### src/alj_params.svh
/*
 * Timing and layout constants of the execution datapath.
 * Assumes inclusion by bare name from the package and the datapath.
 */
`ifndef ALJ_PARAMS_SVH
`define ALJ_PARAMS_SVH

// ==========================================================================
// Cycle counts per instruction class
`define ALJ_CYC_ALU 3'd1
`define ALJ_CYC_WORD 3'd2
`define ALJ_CYC_MUL 3'd2
`define ALJ_CYC_JMP 3'd2
`define ALJ_CYC_CALL 3'd4

// ==========================================================================
// Status flag bit positions
`define ALJ_F_C 0
`define ALJ_F_Z 1
`define ALJ_F_N 2
`define ALJ_F_V 3
`define ALJ_F_S 4
`define ALJ_F_H 5

// ==========================================================================
// Reset values and constants
`define ALJ_SREG_RST 8'h00
`define ALJ_PC_RST 22'h000000
`define ALJ_SP_RST 16'hFFFF
`define ALJ_BYTE_ONES 8'hFF
`define ALJ_FRAC_SHIFT 1

`endif

### src/alj_pkg.sv
/*
 * Operation encoding for the execution datapath.
 * Assumes the decoder upstream drives one of these codes per issue.
 */
`include "alj_params.svh"

package alj_pkg;

    // ======================================================================
    // Operations
    typedef enum logic [4:0] {
        OP_ADD, OP_ADD_CARRY, OP_WORD_PLUS_CONSTANT,
        OP_MINUS, OP_MINUS_CONSTANT, OP_MINUS_WITH_BORROW,
        OP_MINUS_CONSTANT_WITH_BORROW, OP_WORD_MINUS_CONSTANT,
        OP_AND, OP_CONJUNCTION_CONSTANT, OP_OR, OP_DISJUNCTION_CONSTANT,
        OP_XOR_REGS, OP_BIT_SET_MASK, OP_BIT_CLEAR_MASK,
        OP_ZERO_MINUS_PROBE, OP_ZERO_REGISTER,
        OP_PRODUCT_UNSIGNED, OP_PRODUCT_SIGNED, OP_PRODUCT_MIXED,
        OP_FRACTION_PRODUCT_UNSIGNED, OP_FRACTION_PRODUCT_SIGNED,
        OP_FRACTION_PRODUCT_MIXED,
        OP_RELATIVE_GOTO, OP_RELATIVE_SUBROUTINE_ENTRY,
        OP_GOTO_VIA_POINTER, OP_GOTO_VIA_EXTENDED_POINTER,
        OP_POINTER_SUBROUTINE_ENTRY, OP_EXTENDED_POINTER_SUBROUTINE_ENTRY
    } alj_op_e;

    typedef enum logic [1:0] {
        ST_IDLE, ST_BUSY
    } alj_state_e;

endpackage : alj_pkg

### src/alj_datapath.sv
/*
 * Execution datapath: byte and word arithmetic, logic, multiplies and
 * the relative and indirect jumps and calls, with flags and cycle counts.
 * Assumes a decoder that issues one op when ready is high, holds the
 * operand registers in a 32-entry file here, and a separate stack memory
 * that accepts push strobes with byte data.
 */
`timescale 1ns/1ps
`default_nettype none
`include "alj_params.svh"

module alj_datapath #(
    parameter int PC_W = 22
) (
    // Clock and reset
    input wire logic clock,
    input wire logic arst_n,
    // Issue port
    input wire logic issue_valid,
    output logic issue_ready,
    input wire alj_pkg::alj_op_e issue_op,
    input wire logic [4:0] dest_sel,
    input wire logic [4:0] source_reg,
    input wire logic [7:0] immediate,
    input wire logic [11:0] rel_offset,
    // Extension byte for extended pointer targets
    input wire logic [7:0] pc_extension_byte,
    // Register file load from the outside datapath
    input wire logic reg_load,
    input wire logic [4:0] reg_load_sel,
    input wire logic [7:0] reg_load_data,
    // Stack push port
    output logic push_valid,
    output logic [7:0] push_data,
    // Observation
    output logic [PC_W-1:0] pc,
    output logic [7:0] status_flags,
    output logic done
);

    // ======================================================================
    // Storage
    logic [7:0] regs_r [32];
    logic [7:0] sreg_r;
    logic [PC_W-1:0] pc_r;
    logic [2:0] cnt_r;
    alj_pkg::alj_state_e state_r;
    alj_pkg::alj_op_e op_r;
    logic [4:0] d_r;
    logic [15:0] wres_r;
    logic [PC_W-1:0] ret_r;
    logic done_r;
    logic push_r;
    logic [7:0] pushd_r;

    // ======================================================================
    // Operand fetch
    logic [7:0] rd;
    logic [7:0] rr;
    logic [15:0] wrd;
    logic [15:0] zptr;
    assign rd = regs_r[dest_sel];
    assign rr = regs_r[source_reg];
    // Low byte at even index, high byte in the next register
    assign wrd = {regs_r[dest_sel + 5'd1], regs_r[dest_sel]};
    assign zptr = {regs_r[31], regs_r[30]};

    // ======================================================================
    // Byte ALU
    logic [7:0] b_opnd;
    logic b_carry_in;
    logic b_sub;
    logic b_logic;
    logic [7:0] b_res;
    logic [8:0] b_sum;
    logic [4:0] b_half;
    logic [7:0] b_flags;
    logic b_write;

    // Select operand and kind of operation for single-cycle byte ops
    always_comb begin
        b_opnd = rr;
        b_carry_in = 1'b0;
        b_sub = 1'b0;
        b_logic = 1'b1;
        b_write = 1'b1;
        b_res = 8'h00;
        case (issue_op)
            alj_pkg::OP_ADD: b_logic = 1'b0;
            alj_pkg::OP_ADD_CARRY: begin
                b_logic = 1'b0;
                b_carry_in = sreg_r[`ALJ_F_C];
            end
            alj_pkg::OP_MINUS: begin
                b_logic = 1'b0;
                b_sub = 1'b1;
            end
            alj_pkg::OP_MINUS_CONSTANT: begin
                b_logic = 1'b0;
                b_sub = 1'b1;
                b_opnd = immediate;
            end
            alj_pkg::OP_MINUS_WITH_BORROW: begin
                b_logic = 1'b0;
                b_sub = 1'b1;
                b_carry_in = sreg_r[`ALJ_F_C];
            end
            alj_pkg::OP_MINUS_CONSTANT_WITH_BORROW: begin
                b_logic = 1'b0;
                b_sub = 1'b1;
                b_opnd = immediate;
                b_carry_in = sreg_r[`ALJ_F_C];
            end
            alj_pkg::OP_AND: b_res = rd & rr;
            alj_pkg::OP_CONJUNCTION_CONSTANT: b_res = rd & immediate;
            alj_pkg::OP_OR: b_res = rd | rr;
            alj_pkg::OP_DISJUNCTION_CONSTANT: b_res = rd | immediate;
            alj_pkg::OP_XOR_REGS: b_res = rd ^ rr;
            alj_pkg::OP_BIT_SET_MASK: b_res = rd | immediate;
            alj_pkg::OP_BIT_CLEAR_MASK:
                b_res = rd & (`ALJ_BYTE_ONES - immediate);
            alj_pkg::OP_ZERO_MINUS_PROBE: b_res = rd & rd;
            alj_pkg::OP_ZERO_REGISTER: b_res = rd ^ rd;
            default: b_write = 1'b0;
        endcase
    end

    // Adder shared by add and subtract; borrow shows as carry out
    assign b_sum = b_sub ? ({1'b0, rd} - {1'b0, b_opnd} - {8'h00, b_carry_in})
                         : ({1'b0, rd} + {1'b0, b_opnd} + {8'h00, b_carry_in});
    assign b_half = b_sub
        ? ({1'b0, rd[3:0]} - {1'b0, b_opnd[3:0]} - {4'h0, b_carry_in})
        : ({1'b0, rd[3:0]} + {1'b0, b_opnd[3:0]} + {4'h0, b_carry_in});

    // Flags for byte ops; logic ops clear V and keep C and H
    always_comb begin
        logic [7:0] r;
        logic v;
        r = b_logic ? b_res : b_sum[7:0];
        v = 1'b0;
        b_flags = sreg_r;
        if (!b_logic) begin
            v = b_sub ? ((rd[7] ^ b_opnd[7]) & (rd[7] ^ r[7]))
                      : (~(rd[7] ^ b_opnd[7]) & (rd[7] ^ r[7]));
            b_flags[`ALJ_F_C] = b_sum[8];
            b_flags[`ALJ_F_H] = b_half[4];
        end
        b_flags[`ALJ_F_Z] = (r == 8'h00);
        b_flags[`ALJ_F_N] = r[7];
        b_flags[`ALJ_F_V] = v;
        b_flags[`ALJ_F_S] = r[7] ^ v;
    end

    // ======================================================================
    // Word ALU and multiplier, computed at issue and stored at finish
    logic [16:0] w_sum;
    logic w_sub;
    logic signed [17:0] m_prod;
    logic [15:0] m_res;
    assign w_sub = (issue_op == alj_pkg::OP_WORD_MINUS_CONSTANT);
    assign w_sum = w_sub ? ({1'b0, wrd} - {9'h000, immediate})
                         : ({1'b0, wrd} + {9'h000, immediate});

    // Operand signedness follows the product kind
    always_comb begin
        logic signed [8:0] a;
        logic signed [8:0] b;
        a = {1'b0, rd};
        b = {1'b0, rr};
        case (issue_op)
            alj_pkg::OP_PRODUCT_SIGNED,
            alj_pkg::OP_FRACTION_PRODUCT_SIGNED: begin
                a = {rd[7], rd};
                b = {rr[7], rr};
            end
            alj_pkg::OP_PRODUCT_MIXED,
            alj_pkg::OP_FRACTION_PRODUCT_MIXED: a = {rd[7], rd};
            default: a = {1'b0, rd};
        endcase
        m_prod = a * b;
    end
    assign m_res = m_prod[15:0];

    // ======================================================================
    // Issue and sequencing
    logic is_word;
    logic is_mul;
    logic is_frac;
    logic is_flow;
    logic is_call;
    logic [PC_W-1:0] target;
    logic [PC_W-1:0] pc_next_seq;
    assign is_word = (issue_op == alj_pkg::OP_WORD_PLUS_CONSTANT) || w_sub;
    assign is_mul = (issue_op >= alj_pkg::OP_PRODUCT_UNSIGNED) &&
                    (issue_op <= alj_pkg::OP_FRACTION_PRODUCT_MIXED);
    assign is_frac = (issue_op >= alj_pkg::OP_FRACTION_PRODUCT_UNSIGNED) &&
                     (issue_op <= alj_pkg::OP_FRACTION_PRODUCT_MIXED);
    assign is_flow = (issue_op >= alj_pkg::OP_RELATIVE_GOTO);
    assign is_call = (issue_op == alj_pkg::OP_RELATIVE_SUBROUTINE_ENTRY) ||
        (issue_op == alj_pkg::OP_POINTER_SUBROUTINE_ENTRY) ||
        (issue_op == alj_pkg::OP_EXTENDED_POINTER_SUBROUTINE_ENTRY);
    assign pc_next_seq = pc_r + PC_W'(1);

    // Flow target selection
    always_comb begin
        case (issue_op)
            alj_pkg::OP_GOTO_VIA_POINTER,
            alj_pkg::OP_POINTER_SUBROUTINE_ENTRY:
                target = PC_W'(zptr);
            alj_pkg::OP_GOTO_VIA_EXTENDED_POINTER,
            alj_pkg::OP_EXTENDED_POINTER_SUBROUTINE_ENTRY:
                target = PC_W'({pc_extension_byte, zptr});
            default:
                target = pc_r + PC_W'($signed(rel_offset)) + PC_W'(1);
        endcase
    end

    assign issue_ready = (state_r == alj_pkg::ST_IDLE);

    // Sequencer: multi-cycle ops hold the issue port for their count
    always_ff @(posedge clock or negedge arst_n) begin
        if (!arst_n) begin
            state_r <= alj_pkg::ST_IDLE;
            cnt_r <= 3'd0;
            op_r <= alj_pkg::OP_ADD;
            d_r <= 5'd0;
            done_r <= 1'b0;
        end else begin
            done_r <= 1'b0;
            if (state_r == alj_pkg::ST_IDLE) begin
                if (issue_valid) begin
                    op_r <= issue_op;
                    d_r <= dest_sel;
                    if (is_call) begin
                        state_r <= alj_pkg::ST_BUSY;
                        cnt_r <= `ALJ_CYC_CALL - 3'd1;
                    end else if (is_word || is_mul || is_flow) begin
                        state_r <= alj_pkg::ST_BUSY;
                        cnt_r <= `ALJ_CYC_WORD - 3'd1;
                    end else begin
                        done_r <= 1'b1;
                    end
                end
            end else begin
                cnt_r <= cnt_r - 3'd1;
                if (cnt_r == 3'd1) begin
                    state_r <= alj_pkg::ST_IDLE;
                    done_r <= 1'b1;
                end
            end
        end
    end

    // Word and product results latched at issue, written at the last cycle
    always_ff @(posedge clock or negedge arst_n) begin
        if (!arst_n) begin
            wres_r <= 16'h0000;
        end else if (issue_ready && issue_valid) begin
            if (is_mul) begin
                wres_r <= is_frac ? (m_res << `ALJ_FRAC_SHIFT) : m_res;
            end else begin
                wres_r <= w_sum[15:0];
            end
        end
    end

    // Register file writes
    always_ff @(posedge clock or negedge arst_n) begin
        if (!arst_n) begin
            for (int i = 0; i < 32; i++) begin
                regs_r[i] <= 8'h00;
            end
        end else if (reg_load) begin
            regs_r[reg_load_sel] <= reg_load_data;
        end else if (issue_ready && issue_valid && b_write) begin
            regs_r[dest_sel] <= b_logic ? b_res : b_sum[7:0];
        end else if (state_r == alj_pkg::ST_BUSY && cnt_r == 3'd1) begin
            if (op_r >= alj_pkg::OP_PRODUCT_UNSIGNED &&
                op_r <= alj_pkg::OP_FRACTION_PRODUCT_MIXED) begin
                regs_r[0] <= wres_r[7:0];
                regs_r[1] <= wres_r[15:8];
            end else if (op_r < alj_pkg::OP_AND) begin
                regs_r[d_r] <= wres_r[7:0];
                regs_r[d_r + 5'd1] <= wres_r[15:8];
            end
        end
    end

    // Status flags; flow ops leave them untouched
    always_ff @(posedge clock or negedge arst_n) begin
        if (!arst_n) begin
            sreg_r <= `ALJ_SREG_RST;
        end else if (issue_ready && issue_valid) begin
            if (b_write) begin
                sreg_r <= b_flags;
            end else if (is_word) begin
                sreg_r[`ALJ_F_Z] <= (w_sum[15:0] == 16'h0000);
                sreg_r[`ALJ_F_C] <= w_sum[16];
                sreg_r[`ALJ_F_N] <= w_sum[15];
                sreg_r[`ALJ_F_V] <= w_sub ? (wrd[15] & ~w_sum[15])
                                          : (~wrd[15] & w_sum[15]);
                sreg_r[`ALJ_F_S] <= w_sum[15] ^ (w_sub
                    ? (wrd[15] & ~w_sum[15]) : (~wrd[15] & w_sum[15]));
            end else if (is_mul) begin
                sreg_r[`ALJ_F_C] <= m_res[15];
                sreg_r[`ALJ_F_Z] <= ((is_frac ? (m_res << `ALJ_FRAC_SHIFT)
                                              : m_res) == 16'h0000);
            end
        end
    end

    // Program counter and return address push, low byte first
    always_ff @(posedge clock or negedge arst_n) begin
        if (!arst_n) begin
            pc_r <= `ALJ_PC_RST;
            ret_r <= `ALJ_PC_RST;
            push_r <= 1'b0;
            pushd_r <= 8'h00;
        end else begin
            push_r <= 1'b0;
            if (issue_ready && issue_valid) begin
                ret_r <= pc_next_seq;
                pc_r <= is_flow ? target : pc_next_seq;
            end else if (state_r == alj_pkg::ST_BUSY &&
                         op_r >= alj_pkg::OP_RELATIVE_GOTO && cnt_r > 3'd1 &&
                         (op_r == alj_pkg::OP_RELATIVE_SUBROUTINE_ENTRY ||
                          op_r >= alj_pkg::OP_POINTER_SUBROUTINE_ENTRY)) begin
                push_r <= 1'b1;
                pushd_r <= (cnt_r == 3'd3) ? ret_r[7:0] : ret_r[15:8];
            end
        end
    end

    assign pc = pc_r;
    assign status_flags = sreg_r;
    assign done = done_r;
    assign push_valid = push_r;
    assign push_data = pushd_r;

    // ======================================================================
    // Checks
    property p_call_len;
        @(posedge clock) disable iff (!arst_n)
        (issue_ready && issue_valid && is_call) |=> !issue_ready [*3] ##1
            issue_ready;
    endproperty
    a_call_len: assert property (p_call_len) else $error("call length");

    property p_word_len;
        @(posedge clock) disable iff (!arst_n)
        (issue_ready && issue_valid && is_word) |-> ##1 !issue_ready ##1 done;
    endproperty
    a_word_len: assert property (p_word_len) else $error("word length");

    // Products hold the issue port for one extra cycle, then report done
    property p_mul_len;
        @(posedge clock) disable iff (!arst_n)
        (issue_ready && issue_valid && is_mul) |=> !issue_ready ##1
            (done && issue_ready);
    endproperty
    a_mul_len: assert property (p_mul_len) else $error("mul length");

    property p_flow_flags;
        @(posedge clock) disable iff (!arst_n)
        (issue_ready && issue_valid && is_flow) |=> $stable(sreg_r);
    endproperty
    a_flow_flags: assert property (p_flow_flags) else $error("flags");

    property p_byte_one;
        @(posedge clock) disable iff (!arst_n)
        (issue_ready && issue_valid && b_write) |=> done && issue_ready;
    endproperty
    a_byte_one: assert property (p_byte_one) else $error("byte op");

    property p_call_push;
        @(posedge clock) disable iff (!arst_n)
        (issue_ready && issue_valid && is_call) |-> ##2 push_valid ##1
            push_valid;
    endproperty
    a_call_push: assert property (p_call_push) else $error("push");

    property p_rel_target;
        @(posedge clock) disable iff (!arst_n)
        (issue_ready && issue_valid && issue_op == alj_pkg::OP_RELATIVE_GOTO)
        |=> pc_r == $past(pc_r) + PC_W'($signed($past(rel_offset)))
            + PC_W'(1);
    endproperty
    a_rel_target: assert property (p_rel_target) else $error("rel");

    property p_ptr_target;
        @(posedge clock) disable iff (!arst_n)
        (issue_ready && issue_valid && !reg_load &&
         issue_op == alj_pkg::OP_GOTO_VIA_POINTER) |=> pc_r == PC_W'($past(zptr));
    endproperty
    a_ptr_target: assert property (p_ptr_target) else $error("ptr");

    property p_zero_reg;
        @(posedge clock) disable iff (!arst_n)
        (issue_ready && issue_valid && !reg_load &&
         issue_op == alj_pkg::OP_ZERO_REGISTER) |=> sreg_r[`ALJ_F_Z];
    endproperty
    a_zero_reg: assert property (p_zero_reg) else $error("clear");

endmodule : alj_datapath

`default_nettype wire

### config.mk
export PLATFORM = sky130hd
export DESIGN_NAME = alj_datapath
export DESIGN_NICKNAME = d
export VERILOG_FILES = /design/src/alj_pkg.sv /design/src/alj_datapath.sv
export VERILOG_INCLUDE_DIRS = /design/src
export SDC_FILE = /design/constraint.sdc
export NUM_CORES = 2
export LEC_CHECK = 0
export ABC_CLOCK_PERIOD_IN_PS = 9650
export BUFFER_PORTS_ARGS = -buffer_cell sky130_fd_sc_hd__buf_2
export CORE_UTILIZATION = 27
export DETAILED_ROUTE_END_ITERATION = 10
export HOLD_SLACK_MARGIN = 0.12
export PLACE_DENSITY_LB_ADDON = 0.1
export SLEW_MARGIN = 20
export SYNTH_ARGS = -nofsm -noshare
export SYNTH_HDL_FRONTEND = slang
export SYNTH_SLANG_ARGS = --single-unit
### constraint.sdc
create_clock -name clock -period 9.65 [get_ports clock]
set_input_delay 0.965 -clock clock [delete_from_list [all_inputs] [get_ports clock]]
set_output_delay 0.965 -clock clock [all_outputs]
set_load 0.05 [all_outputs]
== After elaboration in Yosys (flattened, before gate mapping) ==
Index checks and enable logic that the tools add are counted.
Word-level totals
  register bits: 341
  bits of input ports: 60
  logic and storage cells: 260
Cells by class
  add/subtract/negate cells: 17
  multipliers: 1
  order comparisons: 20
  equality and inequality tests: 33
  muxes and demuxes: 67
  bitwise operators: 26
  reductions and logical operators: 50
Operators by type and width (count)
  256-bit bitwise mux: 4
  256-bit 2-to-1 mux: 4
  240-bit 2-to-1 mux: 1
  8-bit demux with 5-bit select: 4
  8-bit binary-select mux with 5-bit select: 3
  8-bit 2-to-1 mux: 13
  8-bit case mux with 8 select lines: 1
  5-bit equality test, second input constant: 11
  16-bit 2-to-1 mux: 3
  22-bit by 1-bit adder with 22-bit output, second input constant: 2
  22-bit case mux with 2 select lines: 1
  5-bit by 4-bit equality test with 1-bit output, second input constant: 8
  6-bit greater-or-equal comparator, second input constant: 6
  5-bit NOT with 6-bit output: 6
  8-bit bitwise AND: 4
  16-bit zero test: 2
  5-bit greater-or-equal comparator, second input constant: 6
  9-bit 2-to-1 mux: 3
  6-bit by 1-bit < comparator with 1-bit output, second input constant: 4
  22-bit adder: 1
  22-bit 2-to-1 mux: 1
  5-bit by 3-bit equality test with 1-bit output, second input constant: 4
  16-bit by 8-bit adder with 17-bit output: 1
  17-bit 2-to-1 mux: 1
  48 further kinds: 120

== Depth between registers and ports, before layout ==
  word-level depth: 15
  depth in mapped cells: 33
  depth with buffers taken out: 28

== Worst setup path after synthesis ==
Ideal clock, no wire load.
  kind: input to register
  start: input port dest_sel[1]
  end: register sreg_r[1] (netlist: status_flags[1])
  data arrival time: 7.494 ns
  required time: 9.532 ns
  path slack: 2.038 ns
  cell stages on the path: 32
  path buffers: 6
  cells stage by stage: buf_6 buf_6 buf_6 buf_6 buf_6 buf_4 mux2i_1 o22ai_1 nor4_1 nand2_1 inv_1 nor2_1 fa_1 inv_1 fa_1 inv_1 fa_1 fa_1 inv_1 fa_1 inv_1 ha_1 o21a_1 o31a_1 o31a_1 o211a_1 o21a_1 nor2_1 nor3_1 o31ai_1 o211ai_1 a21o_1
Between the ends
  cells in the longest elaborated chain, start to end: 11
  elaborated cells on any way between the ends: 36
Ends and longest elaborated chain
  start, declared: line alj_datapath.sv:22  | input wire logic [4:0] dest_sel,
  5-bit NOT with 6-bit output (implied by the code): line alj_datapath.sv:62, alj_datapath.sv:65
  8-bit binary-select mux with 5-bit select: line alj_datapath.sv:62, alj_datapath.sv:65
  8-bit 2-to-1 mux (implied by the code) (2 in a row): line alj_datapath.sv:62, alj_datapath.sv:65
  9-bit 2-to-1 mux: line alj_datapath.sv:170  | case (issue_op)
  9-bit by 9-bit multiplier with 16-bit output: line alj_datapath.sv:180  | m_prod = a * b;
  16-bit 2-to-1 mux: line alj_datapath.sv:306  | sreg_r[`ALJ_F_Z] <= ((is_frac ? (m_res << `ALJ_FRAC_SHIFT)
  16-bit zero test: line alj_datapath.sv:306
  2-bit 2-to-1 mux: line alj_datapath.sv:304  | end else if (is_mul) begin
  2-bit 2-to-1 mux: line alj_datapath.sv:296  | end else if (is_word) begin
  5-bit 2-to-1 mux (*): line alj_datapath.sv:294  | if (b_write) begin
  end signal, assigned: line alj_datapath.sv:295  | sreg_r <= b_flags;
  end signal, assigned by index: line alj_datapath.sv:297  | sreg_r[`ALJ_F_Z] <= (w_sum[15:0] == 16'h0000);
  end signal, assigned by index: line alj_datapath.sv:306
  end, declared: line alj_datapath.sv:44  | logic [7:0] sreg_r;
Every way passes the cells marked *; elsewhere a longest branch is shown, timed or not. The select of a mux whose other input is x is not followed.
A chain may end at the register's enable or synchronous reset.

== Worst setup path after layout ==
  start: input port dest_sel[0]
  end: register sreg_r[1] (netlist: status_flags[1])
Same word-level chain as after synthesis.

==> results.json <==
{
  "clockRootBuffer": "clkbuf_16",
  "via_count": 32980,
  "fp.dieW_um": 348,
  "clock-sinks": 340,
  "nets": 3831,
  "grt_pass1_wl_um": 255000,
  "synth-seq-cells": 340,
  "coreArea_mm2": 0.119,
  "start_util_pct": 27.3,
  "skew_ns": 0.0399,
  "dieHeight_um": 348,
  "firstDrtPassIters": 11,
  "synth_edf_count": 0,
  "crit_fanout": 38,
  "dieArea_mm2": 0.121,
  "start_kind": "primary input",
  "finalSetupViolCount": 0,
  "gp_congestion": 1.02,
  "drv_cap": 0,
  "slew_headroom_pct": 16.5,
  "async_reset_ff_share_pct": 100,
  "cts_max_path_buffers": 3,
  "clk_pin_slew_worst_paths_ns": 0.06,
  "synth_top_area_cell": "dfrtp_1",
  "drtIter0Drc": 5458,
  "maxSlewViolCount": 0,
  "fillers": 12677,
  "finalWorstSetupSlack_ns": 1.32,
  "cp.required_ns": 10.20,
  "dp_hpwl_um": 130000,
  "cp.arrival_ns": 8.88,
  "gr-usage-met1_pct": 41.9,
  "clock_latency_ns": 0.66,
  "p_per_area_mw_per_mm2": 342,
  "wire_per_inst_um": 35.4,
  "synthesis.area_mm2": 0.0324,
  "use_met2_pct": 43.4,
  "failed_checks": "design-rule violations",
  "htreeDepth": 2,
  "viasPerCell": 6.30,
  "path_class": "in -> reg",
  "tightest_slew_ns": 1.25,
  "drc_errors": 2,
  "synth_cell_types": 84,
  "finalHoldViolCount": 0,
  "antenna_found_initial": 9,
  "synth_top_area_share_pct": 26.3,
  "hold_buffers": 0,
  "grt.overflow.total": 0,
  "status": "complete, but fails checks",
  "hold_class": "in -> async",
  "grt_busiest_layer": "met2",
  "syn_area_per_cell_um2": 8.88,
  "num_rows": 126,
  "post_cts_resize_count": 0,
  "areaGrowthSynthToFinish_pct": 12.4,
  "numCtsBuffers": 46,
  "max_freq_mhz": 120,
  "ir_drop_mv": 0.191,
  "gr-usage-met3_pct": 6.36,
  "synth_cells": 3648,
  "tns_ns": 0,
  "cts_tree": "done",
  "fin_crit_sh_pct": 86.3,
  "drive_above_1_share_pct": 15.8,
  "ff2ff_setup_slack_ns": 1.92,
  "postRouteWirelength_um": 185000,
  "grt_pass1_vias": 31396,
  "synth_warnings": 0,
  "worst-r2r-cell-count": 25,
  "dominantRegCellSynth": "dfrtp_1",
  "period_minus_slack_ns": 8.33,
  "end_kind": "flop",
  "grt.total_usage_pct": 29.7,
  "grt_max_degree": 97,
  "grt_setup_unrepaired": "false",
  "power_leakage_nw": 14.5,
  "r2r_end": "status_flags[1]$_DFFE_PN0P_",
  "ios": 101,
  "post-place-ws_ns": 0.737,
  "ant_nets": 0,
  "postCtsSetupBuffers": 0,
  "synth_area_leaders": "dfrtp_1 26%, mux4_2 9.2%, a222oi_1 8.0%, nor2_1 5.4%, a21oi_1 5.1%",
  "io_buffer_count": 96,
  "cp-endpoint": "status_flags[1]$_DFFE_PN0P_",
  "seq_area_mm2": 0.00851,
  "multi_input_area_mm2": 0.0222,
  "reg2reg_from": "regs_r[10]$_DFFE_PN0P_",
  "seq_area_frac_synth_pct": 26.3,
  "crit_start": "dest_sel[0]"
}
==> flip-flops by register name, summed over array words and instances, names as in the netlist <==
name          count
wres_r           16
done              1
cnt_r             3
op_r              5
regs_r          256
ret_r            16
push_data         8
pc               22
d_r               5
push_valid        1
state_r           1
status_flags      6
==> report_power, final <==
part | internal (W) | switching, W | total (W)
Clock | 0.00114 | 0.000789 | 0.00193
Combinational | 0.00252 | 0.00472 | 0.00725
Sequential | 0.00206 | 0.00119 | 0.00325
==> synth_stat cells (14+ instances only) <==
cell      count
and2_1       32
o21ai_1      28
mux4_2      133
o21a_1       14
clkbuf_1    267
a222oi_1    258
dfrtp_1     340
and3_1       21
nor4_1       18
nor2_1      462
a21oi_1     333
xnor2_1      55
buf_6        17
buf_2        23
nand2_1     271
nor3_1       37
nor2b_1      37
a22o_1      152
nand2b_1     25
nand3_1      54
o21ai_0     160
xor2_1       26
o22ai_1      76
inv_1       120
a31oi_1      15
fa_1         69
a22oi_1      23
a21o_1       17
buf_1        14
ha_1        107
mux2i_1     164
mux2_2       58
==> metrics by stage <==
step / hold WS [ns] / utilization (%) / cell area (um^2) / instances / total power (W)
after floorplan: 0.445 / - / 32400 / 3649 / 0.00714
after global routing: 0.406 / 30.7 / 36400 / 5230 / 0.0130
final: 0.356 / 30.7 / 36400 / 5234 / 0.0124
after detailed placement: 0.467 / 29.3 / 34700 / 5147 / 0.0103
after global placement: 0.463 / 29.3 / 34700 / 5147 / 0.0103
after CTS: 0.388 / 30.6 / 36300 / 5230 / 0.0123
==> logic make-up after synthesis <==
kind of cell    count (synthesis)  share of synthesized area [%]
buf+inv                       457                           5.90
other cells                     1                         0.0116
mux                           355                           16.3
fa+ha+maj                     177                           8.43
simple gates                 1045                           14.6
xor+xnor                       81                           2.19
flops                         340                           26.3
compound gates               1192                           26.3
==> cell type report <==
type / instances / area share, %
Tap cell: 1600 / 5.50
Clock inverter: 22 / 0.915
Sequential cell: 340 / 23.4
Timing Repair Buffer: 229 / 4.26
Antenna cell: 4 / 0.0275
Multi-Input combinational cell: 2852 / 61.0
Clock buffer: 61 / 3.59
Inverter: 126 / 1.30
==> critical path, cell delays in order <==
cell and delay, ns:
buf_4 0.50, buf_4 0.45, nand4bb_1 0.37, o22ai_1 0.12, nor4_1 0.60, nand2_1 0.55, inv_1 0.37, nor2_1 0.11
fa_1 0.38, fa_1 0.49, fa_1 0.50, fa_1 0.50, inv_1 0.05, fa_1 0.49, inv_1 0.04, ha_1 0.32
o21a_1 0.20, o31a_1 0.12, o31a_1 0.28, o211a_1 0.23, o21a_1 0.16, nor2_1 0.08, buf_4 0.16, nor3_1 0.08
o31ai_1 0.40, o211ai_1 0.15, a21o_1 0.16
==> how the worst min path moves through the flow <==
stage,from,endpoint,slack (ns),depth (start not counted)
global placement,ret_r[15]$_DFFE_PN0P_,ret_r[15]$_DFFE_PN0P_,0.46,2
CTS,arst_n,regs_r[238]$_DFFE_PN0P_,0.39,1
finish,arst_n,regs_r[238]$_DFFE_PN0P_,0.36,1
floorplan,ret_r[10]$_DFFE_PN0P_,ret_r[10]$_DFFE_PN0P_,0.45,2
detailed placement,ret_r[1]$_DFFE_PN0P_,ret_r[1]$_DFFE_PN0P_,0.47,2
global route,arst_n,regs_r[238]$_DFFE_PN0P_,0.41,1
==> metal layers <==
metal	wire, um	up-vias
met5	52	-
li1	-	13921
met2	78200	1973
met4	8550	8
met1	80300	16702
met3	18000	376
==> layout by cell type (no fill, tap or decap), types with 54 or more instances in the layout <==
master,Yosys,routed
nor2_1,462,459
dfrtp_1,340,340
a21oi_1,333,333
nand2_1,271,270
a222oi_1,258,258
mux2i_1,164,164
o21ai_0,160,160
a22o_1,152,152
mux4_2,133,133
buf_4,10,131
inv_1,120,120
ha_1,107,106
buf_2,23,92
o22ai_1,76,76
fa_1,69,69
mux2_2,58,58
xnor2_1,55,54
(Power assumes the default switching activity.)
